File: src/logic/sar_seq_pkg.sv
// sar_seq_pkg: constants, state encoding and state record for the
// sample and conversion sequencer.
// assumes a single 100 MHz system clock and a two-wire bus clock on a pin.
package sar_seq_pkg;

    // ****************************************************************
    // sizes and fixed figures
    // ****************************************************************
    localparam int          RES_BITS      = 10;        // result width
    localparam int          NUM_INPUTS    = 12;        // analog inputs
    localparam int          DIV_W         = 8;         // divider width
    localparam logic [7:0]  INT_CLK_DIV   = 8'h04;     // mclk per conversion clock
    localparam logic [6:0]  DEV_ADDR      = 7'h2a;     // arbitrary bus address
    localparam logic [3:0]  ADDR_LAST_BIT = 4'h7;      // count before the 8th rise
    localparam logic [1:0]  INT_HOLD_EDGE = 2'h1;      // rises seen before hold fall
    localparam logic [1:0]  EXT_HOLD_EDGE = 2'h1;      // rises seen before hold rise
    localparam logic [3:0]  SAR_TOP_IDX   = 4'h9;      // first trial bit
    localparam logic [9:0]  SAR_FIRST     = 10'h200;   // first trial code
    localparam logic [4:0]  SAR_STEPS     = 5'h0a;     // steps per conversion

    // ****************************************************************
    // setup and configuration byte fields
    // ****************************************************************
    localparam int          BYTE_KIND_BIT = 7;         // 1 setup, 0 configuration
    localparam int          SETUP_REF_BIT = 5;         // top input used as reference
    localparam int          SETUP_CLK_BIT = 3;         // 1 external clock mode
    localparam int          CFG_CS_LSB    = 1;         // channel select low bit
    localparam int          CFG_SGL_BIT   = 0;         // 1 single ended
    localparam logic [7:0]  SETUP_RST     = 8'h80;     // internal clock, top is input
    localparam logic [7:0]  CONFIG_RST    = 8'h01;     // input 0, single ended

    // ****************************************************************
    // sequencer states, gray along idle-addr-track-conv-done
    // ****************************************************************
    typedef enum logic [2:0] {
        ST_IDLE  = 3'h0,
        ST_ADDR  = 3'h1,
        ST_TRACK = 3'h3,
        ST_CONV  = 3'h2,
        ST_DONE  = 3'h6
    } seq_state_t;

    // ****************************************************************
    // whole state record of the sequencer
    // ****************************************************************
    typedef struct packed {
        logic              scl_m;    // first sync stage
        logic              scl_s;    // second sync stage
        logic              scl_p;    // previous synced level
        logic              sda_m;
        logic              sda_s;
        logic              sda_p;
        seq_state_t        st;
        logic [3:0]        bitcnt;   // address rises seen
        logic [7:0]        shreg;    // address shift register
        logic              ext;      // mode latched for this frame
        logic [1:0]        ecnt;     // rises since tracking began
        logic [DIV_W-1:0]  div;      // conversion clock divider
        logic [9:0]        code;     // trial code to the dac
        logic [3:0]        idx;      // bit under trial
        logic [4:0]        steps;    // steps done this conversion
        logic [9:0]        result;
        logic              vld;      // result strobe
        logic              stretch;  // bus clock held low
        logic [7:0]        setup;
        logic [7:0]        chan_cfg; // configuration byte
        logic [3:0]        mux_pos;
        logic [3:0]        mux_neg;
        logic              neg_gnd;
    } seq_reg_t;

endpackage

File: src/logic/sar_seq.sv
// sar_seq: track/hold, conversion and input mux sequencing of a bus
// attached successive-approximation converter.
// assumes written byte reception elsewhere on mclk, start, stop and address here; scl and sda
// arrive as raw pins and are synchronised here.
`timescale 1ns/10ps

// How it works
// - internal clock: track on eighth address rise
// - internal clock: hold on ninth pulse fall
// - internal clock: convert, holding bus clock low
// - external clock: track on read bit rise
// - external clock: hold on tenth pulse rise
// - external clock: bus clock drives conversion steps
// - ten steps, one result bit each
// - track 1.5 or 2 bus periods
// - select bit 1: input against ground
// - select bit 0: difference of pair
// - four-bit select drives input multiplexer
// - top input may be reference pin
// - top bit picks setup or configuration byte
module sar_seq
    import sar_seq_pkg::*;
#(
    parameter logic [DIV_W-1:0] CONV_DIV = INT_CLK_DIV   // mclk per internal step
)(
    // clock and reset
    input  wire logic                   mclk,
    input  wire logic                   nrst,
    // bus pins, raw
    input  wire logic                   scl_i,
    input  wire logic                   sda_i,
    output      logic                   scl_o,
    output      logic                   scl_oe,
    // written bytes from the bus receiver
    input  wire logic [7:0]             wr_byte,
    input  wire logic                   wr_strobe,
    // analog front end
    input  wire logic                   cmp_in,
    output      logic                   track_hold,
    output      logic                   acquisition_window,
    output      logic [RES_BITS-1:0]    dac_code,
    output      logic [3:0]             mux_pos,
    output      logic [3:0]             mux_neg,
    output      logic                   neg_is_ground,
    output      logic                   top_is_reference,
    output      logic                   channel_conflict,
    // result and status
    output      logic [RES_BITS-1:0]    result,
    output      logic                   result_valid,
    output      logic                   busy,
    output      logic                   external_clock_mode,
    output      logic                   single_or_differential_select,
    output      logic [3:0]             channel_select
);
    import sar_seq_pkg::*;

    // ****************************************************************
    // state and decoded events
    // ****************************************************************
    seq_reg_t   q;              // registered state
    seq_reg_t   d;              // next state
    logic       scl_rise;       // synced bus clock rising
    logic       scl_fall;       // synced bus clock falling
    logic       bus_start;      // start condition seen
    logic       bus_stop;       // stop condition seen
    logic       addr_hit;       // address bits match
    logic       step;           // one conversion clock
    logic [3:0] top_idx;        // number of the top input

    assign top_idx   = 4'(NUM_INPUTS - 1);
    assign scl_rise  = q.scl_s & ~q.scl_p;
    assign scl_fall  = ~q.scl_s & q.scl_p;
    assign bus_start = q.scl_s & q.scl_p & q.sda_p & ~q.sda_s;
    assign bus_stop  = q.scl_s & q.scl_p & ~q.sda_p & q.sda_s;
    assign addr_hit  = (q.shreg[6:0] == DEV_ADDR);
    // conversion clock: bus clock rise or divided mclk
    assign step      = q.ext ? scl_rise : (q.div == '0);

    // ****************************************************************
    // next state
    // ****************************************************************
    always_comb
    begin
        d        = q;
        d.vld    = 1'b0;
        // two flip-flop synchronisers, then one for edges
        d.scl_m  = scl_i;
        d.scl_s  = q.scl_m;
        d.scl_p  = q.scl_s;
        d.sda_m  = sda_i;
        d.sda_s  = q.sda_m;
        d.sda_p  = q.sda_s;

        // written byte sorted by its top bit
        if (wr_strobe)
        begin
            if (wr_byte[BYTE_KIND_BIT])
                d.setup = wr_byte;
            else
                d.chan_cfg = wr_byte;
        end

        // input multiplexer from the channel select field
        if (q.chan_cfg[CFG_SGL_BIT])
        begin
            // single ended: selected input against ground
            d.mux_pos = q.chan_cfg[CFG_CS_LSB +: 4];
            d.mux_neg = 4'h0;
            d.neg_gnd = 1'b1;
        end
        else
        begin
            // differential: pair picked by the upper select bits
            d.mux_pos = {q.chan_cfg[CFG_CS_LSB+1 +: 3], q.chan_cfg[CFG_CS_LSB]};
            d.mux_neg = {q.chan_cfg[CFG_CS_LSB+1 +: 3], ~q.chan_cfg[CFG_CS_LSB]};
            d.neg_gnd = 1'b0;
        end

        // internal conversion clock divider, reloaded when hold starts a conversion
        if (q.div == '0)
            d.div = CONV_DIV - 1'b1;
        else
            d.div = q.div - 1'b1;

        unique case (q.st)
            // waiting for a frame
            ST_IDLE:
            begin
                d.bitcnt = 4'h0;
            end
            // shifting in address and direction
            ST_ADDR:
            begin
                if (scl_rise)
                begin
                    d.shreg  = {q.shreg[6:0], q.sda_s};
                    d.bitcnt = q.bitcnt + 4'h1;
                    if (q.bitcnt == ADDR_LAST_BIT)
                    begin
                        // eighth rise: read bit to this device starts tracking
                        d.ext  = q.setup[SETUP_CLK_BIT];
                        d.ecnt = 2'h0;
                        if (addr_hit && q.sda_s)
                            d.st = ST_TRACK;
                        else
                            d.st = ST_IDLE;
                    end
                end
            end
            // tracking the input
            ST_TRACK:
            begin
                if (scl_rise)
                    d.ecnt = q.ecnt + 2'h1;
                // internal: hold on the fall of the ninth pulse, 1.5 periods
                if (!q.ext && scl_fall && q.ecnt == INT_HOLD_EDGE)
                begin
                    d.st      = ST_CONV;
                    d.stretch = 1'b1;
                end
                // external: hold two periods after the read bit rise
                if (q.ext && scl_rise && q.ecnt == EXT_HOLD_EDGE)
                    d.st = ST_CONV;
                if (q.st != d.st)
                begin
                    d.code  = SAR_FIRST;
                    d.idx   = SAR_TOP_IDX;
                    d.steps = 5'h00;
                    d.div   = CONV_DIV - 1'b1;
                end
            end
            // successive approximation, one bit per step
            ST_CONV:
            begin
                if (step)
                begin
                    d.code[q.idx] = cmp_in;
                    if (q.idx != 4'h0)
                        d.code[q.idx - 4'h1] = 1'b1;
                    d.idx   = q.idx - 4'h1;
                    d.steps = q.steps + 5'h01;
                    if (q.idx == 4'h0)
                    begin
                        // result ready and bus clock let go in the same cycle
                        d.result  = {q.code[9:1], cmp_in};
                        d.vld     = 1'b1;
                        d.stretch = 1'b0;
                        d.st      = ST_DONE;
                    end
                end
            end
            // result waits for the read bytes
            ST_DONE:
            begin
                d.bitcnt = 4'h0;
            end
            default:
            begin
                d.st      = ST_IDLE;
                d.stretch = 1'b0;
            end
        endcase

        // framing: start restarts, stop aborts except while stretching
        if (bus_start && !q.stretch)
        begin
            d.st     = ST_ADDR;
            d.bitcnt = 4'h0;
        end
        else if (bus_stop && !q.stretch)
            d.st = ST_IDLE;
    end

    // ****************************************************************
    // state register
    // ****************************************************************
    always_ff @(posedge mclk or negedge nrst)
    begin
        if (!nrst)
        begin
            q        <= '0;
            q.scl_m  <= 1'b1;
            q.scl_s  <= 1'b1;
            q.scl_p  <= 1'b1;
            q.sda_m  <= 1'b1;
            q.sda_s  <= 1'b1;
            q.sda_p  <= 1'b1;
            q.st     <= ST_IDLE;
            q.setup  <= SETUP_RST;
            q.chan_cfg <= CONFIG_RST;
            q.neg_gnd <= 1'b1;
        end
        else
            q <= d;
    end

    // ****************************************************************
    // outputs
    // ****************************************************************
    assign scl_o                         = 1'b0;
    assign scl_oe                        = q.stretch;
    assign track_hold                    = (q.st == ST_TRACK);
    assign acquisition_window            = (q.st == ST_TRACK);
    assign dac_code                      = q.code;
    assign mux_pos                       = q.mux_pos;
    assign mux_neg                       = q.mux_neg;
    assign neg_is_ground                 = q.neg_gnd;
    assign top_is_reference              = q.setup[SETUP_REF_BIT];
    // top input cannot be converted while it serves as reference
    assign channel_conflict              = q.setup[SETUP_REF_BIT]
                                         & ((q.mux_pos == top_idx)
                                         | (!q.neg_gnd && q.mux_neg == top_idx));
    assign result                        = q.result;
    assign result_valid                  = q.vld;
    assign busy                          = (q.st == ST_TRACK) | (q.st == ST_CONV);
    assign external_clock_mode           = q.setup[SETUP_CLK_BIT];
    assign single_or_differential_select = q.chan_cfg[CFG_SGL_BIT];
    assign channel_select                = q.chan_cfg[CFG_CS_LSB +: 4];
endmodule

File: config.mk
export PLATFORM = sky130hd
export DESIGN_NAME = sar_seq
export DESIGN_NICKNAME = d
export VERILOG_FILES = /design/src/logic/sar_seq_pkg.sv /design/src/logic/sar_seq.sv
export SDC_FILE = /design/constraint.sdc
export NUM_CORES = 1
export LEC_CHECK = 0
export ABC_CLOCK_PERIOD_IN_PS = 1900
export BUFFER_PORTS_ARGS = -buffer_cell sky130_fd_sc_hd__buf_2
export CAP_MARGIN = 20
export CORE_MARGIN = 1
export CORE_UTILIZATION = 30
export CTS_BUF_LIST = sky130_fd_sc_hd__clkbuf_16
export DETAILED_ROUTE_END_ITERATION = 8
export SYNTH_ARGS = -nofsm -noshare
export SYNTH_HDL_FRONTEND = slang
export SYNTH_SLANG_ARGS = --single-unit
File: constraint.sdc
create_clock -name mclk -period 1.9 [get_ports mclk]
set_clock_uncertainty 0.2 [all_clocks]
set_input_delay 0.38 -clock mclk [delete_from_list [all_inputs] [get_ports mclk]]
set_output_delay 0.38 -clock mclk [all_outputs]
set_load 0.005 [all_outputs]
; After elaboration in Yosys (flattened, before gate mapping)
; Index checks and enable logic that the tools add are counted.
[word_totals]
memories = 0
latchBits = 0
ramBits = 0
romBits = 0
ff_bits = 83
[op_classes]
bitwise_logic = 18
mul = 0
n_reduce_logical = 32
muxes = 33
eq_ne = 23
n_lt_le_gt_ge = 4
n_shift = 0
div_mod_pow = 0
n_addsub = 5
[ops]
columns = op, count
row1 = $pmux W19 S2, 1
row2 = $mux W31, 1
row3 = $mux W27, 1
row4 = $mux W3, 9
row5 = $mux W18, 1
row6 = $mux W8, 2
row7 = $ne A4 B4 Y1 const B, 4
row8 = $mux W12, 1
row9 = $pmux W3 S4, 1
row10 = $bwmux W10, 1
row11 = $logic_and A1 B1 Y1, 10
row12 = $lt A4 B5 Y1 const B, 2
row13 = $mux W10, 1
row14 = $or A10 B10 Y10, 1
row15 = $reduce_and A3 Y1, 3
row16 = $and A1 B1 Y1, 8
row17 = $demux W1 S4, 2
row18 = $eq A4 B4 Y1 const B, 2
row19 = $ge A4 B1 Y1 const B, 2
row20 = $logic_not A8 Y1, 1
row21 = $ne A2 B2 Y1 const B, 4
row22 = $pmux W4 S2, 1
row23 = $reduce_and A2 Y1, 4
row24 = $reduce_and A4 Y1, 2
row25 = 32 further kinds, 50

; Longest topological paths before layout
[logic_depth]
word_depth = 10
depth_mapped = 9

; Worst setup path after synthesis
; Ideal clock, no wire load.
[synth_timing]
path_type = reg-to-reg
startpoint = register q[42] (netlist bit)
endpoint = register q[79] (netlist bit)
period_less_slack_ns = 2.010
arrival_time_ns = 1.686
n_path_buf = 0
path_stages_with_launch = 7
slack_ns = -0.110
cell_sequence = dfrtp_1 inv_1 ha_1 nand2_1 nor2_1 o31a_2 mux2_2
[synth_between]
elab_chain_len = 3
[synth_lines]
columns = item, line
row1 = start: declaration, sar_seq.sv:60  ; seq_reg_t q;
row2 = $logic_not A4 Y1, sar_seq.sv:182  ; if (q.idx == 4'h0)
row3 = $ne A4 B4 Y1 (no line), -
row4 = $reduce_and A5 Y1 (no line), -
; No other way between the ends.
; A chain may end at the register's enable or synchronous reset.

; Worst setup path in the final report
[layout_timing]
startpoint = register q[56] (netlist bit)
endpoint = register q (netlist bit result[6])
[layout_between]
elab_chain_len = 3
[layout_lines]
columns = item, line
row1 = $logic_not A8 Y1, sar_seq.sv:77  ; assign step = q.ext ? scl_rise : (q.div == '0);
row2 = $mux W1, sar_seq.sv:77
row3 = $reduce_and A3 Y1 (no line), -
; No other way between the ends.

==> qor.yml <==
status: "finished with violations"
violations: "negative setup slack"
design.core.area_um2: 12210
setup_viol: 16
numClockSinks: 73
ys_top_cells_by_area: "dfrtp_1 (42%), buf_4 (7.4%), mux2_2 (5.6%)"
post-route-period-util_pct: 105.5
power_leakage_nw: 2.352
grt_start_max_net_pins: 74
antenna_left: 0
num_rows: 40
drt_wl_total_um: 8260
r2r-start: "q[56]"
clockRootBuffer: "clkbuf_16"
synth_nets: 376
start_kind: "flip-flop"
synth.top_cell.area_share_pct: 42.43
syn_area_um2: 3834
die_area_um2: 13240
insertion_delay_ps: 340
finalPower_w: 0.003928
synth_ff_type: "dfrtp_1"
yosysTopAreaCell: "dfrtp_1"
die_x_um: 115.0
first_iter_violations: 114
ys_ff_latch: 73
maxSlewViolCount: 0
critPathMaxFanout: 5
cts.clk_slew.worst_paths_ps: 60
place_hpwl_um: 5581
crit_start: "q[56]"
cap_violations: 0
drc: 0
hp-class: "in -> reg"
numCtsBuffers: 9
syn_inst: 351
port_buffers: 54
grt_pass1_vias: 2676
crit_buf_inv: 2
max_stage_delay_ps: 390
synthArstFlopShare_pct: 100.0
pin_count: 57
synth_cell_type_count: 61
ir_drop_mv: 0.5330
crit_family: "simple AND/OR/NAND/NOR gates"
arrival_ps: 2020
wl_per_cell_um: 13.72
p_per_area_nw_per_um2: 789.0
post-route-min-period_ps: 2005
firstDrtPassIters: 4
utilization_pct: 40.77
hold_viol_final: 0
vias_per_cell: 4.573
antenna_found_initial: 0
postSynthAreaPerCell_um2: 10.92
syn_to_final_growth_pct: 29.86
nNetsFinal: 454
die_h_um: 115.0
vias: 2753
cts_tree: "built"
gp_congestion: 0.7922
cts_max_level: 3
ys_seq_area_share_pct: 47.91
clock.fmax_mhz: 498.8
cp.required_ps: 1920
worstPathCellList: "inv_2, ha_4, nor4b_4, a21oi_2, nor2_2, nand3_4, clkbuf_16, mux2_4"
grt_util_all_layers_pct: 12.82
initial_core_util_pct: 31.39
grt_pass1_wl_um: 13080
layout_common_cells: "dfrtp_1 (63), buf_2 (52), buf_4 (48)"
ys_warn_count: 0
crit_slowest_cell: "dfrtp_1"
worstHoldStart: "wr_byte[5]"
synth_edf_count: 0
rsz0062_at_grt: "yes"
critPathCaptureType: "flip-flop"
overflow: 0
cts_buffer_depth: 2
final_common_cell: "dfrtp_1"
crit_type: "reg -> reg"
fin_ws_ps: -104.8
diodes: 0
drive_above_1_share_pct: 46.08
[where the power goes]
| group | switching [W] | internal [W] | total, W |
|---|---|---|---|
| sequential | 0.0000682 | 0.00166 | 0.00173 |
| combinational | 0.000234 | 0.000264 | 0.000498 |
| clock | 0.000679 | 0.00102 | 0.00170 |
[Yosys cell counts, drive strengths merged (2+ instances only)]
cell / number
nand4b: 2
nor2: 21
and3b: 2
a311oi: 2
nand3b: 4
nor3b: 2
dfrtp: 65
o41ai: 2
o211ai: 2
a31oi: 8
or2: 2
a211oi: 2
ha: 11
dfstp: 8
mux2i: 7
nand3: 10
nor3: 9
xor2: 3
mux2: 28
nor4bb: 3
nor4: 2
nand2b: 3
a21oi: 14
xnor2: 5
nand2: 25
clkbuf: 4
o21ai: 15
nor2b: 12
inv: 13
buf: 43
[layout make-up]
class	count	area [µm²]
Clock buffer	9	225.2
Clock inverter	7	76.32
Fill cell	1184	7233
Inverter	13	48.80
Multi-Input combinational cell	218	1752
Sequential cell	73	1839
Tap cell	168	210.2
Timing Repair Buffer	114	827.0
[final timing paths]
| kind | endpoint | slack, ps | depth (start not counted) |
|---|---|---|---|
| hold reg to reg | d[85] | 160 | 0 |
| hold / removal | top_is_reference | 80 | 2 |
| max in group asynchronous | single_or_differential_select | 740 | 3 |
| setup / recovery | result[6] | -100 | 8 |
| min in group asynchronous | dac_code[7] | 410 | 3 |
| setup reg to reg | result[6] | -100 | 8 |
[cells by family (layout without fill, tap and decap cells)]
family,count (synthesis),count (layout),synth area share (%)
AND/OR/NAND/NOR,105,105,15.50
flip-flops,73,73,47.91
buffers and inverters,60,143,9.922
AO/OA/AOI/OAI,58,58,10.22
multiplexers,35,35,10.93
adder cells (fa/ha/maj),11,11,3.590
XOR/XNOR,8,8,1.828
other,1,1,0.09782
[stage by stage]
stage	std cells	instance area (µm²)	TNS, ps	worst slack (ps)	hold slack, ps
final	602	4979	-1189	-104.8	81.93
after global placement	572	4380	-776.3	-88.78	146.6
after CTS	597	4783	-1177	-104.6	68.09
after global routing	602	4979	-2709	-173.7	81.86
after floorplan	351	3849	0	11.83	-115.6
after detailed placement	572	4380	-1084	-117.0	148.1
[worst reg2reg max path: stages, from the launching register on]
cell and delay, ps:
dfrtp_1 390, inv_2 90, ha_4 140, nor4b_4 200, a21oi_2 120, nor2_2 160
nand3_4 120, clkbuf_16 190, mux2_4 290
[metal layers]
| layer | share of wire [%] | track usage, % |
|---|---|---|
| met5 | 0 | 0 |
| met4 | 1.7 | 5.022 |
| met3 | 4.3 | 4.164 |
| met2 | 49 | 20.80 |
| met1 | 45 | 15.80 |
[state kept, by name (all words and copies together), names as in the netlist]
name,count
result_valid,1
top_is_reference,1
dac_code,10
result,10
neg_is_ground,1
d,4
mux_pos,4
channel_select,4
scl_oe,1
mux_neg,4
q,31
single_or_differential_select,1
external_clock_mode,1
[repair_timing]
action,4_1_cts,5_1_grt
hold buffers,3,0
setup buffers,6,4
hold endpoints to repair,67,0
endpoints found under the setup margin,24,34
gates resized for setup,7,32
pin swaps,3,4
gates cloned,0,1
Power figures use the tool's default switching activity.
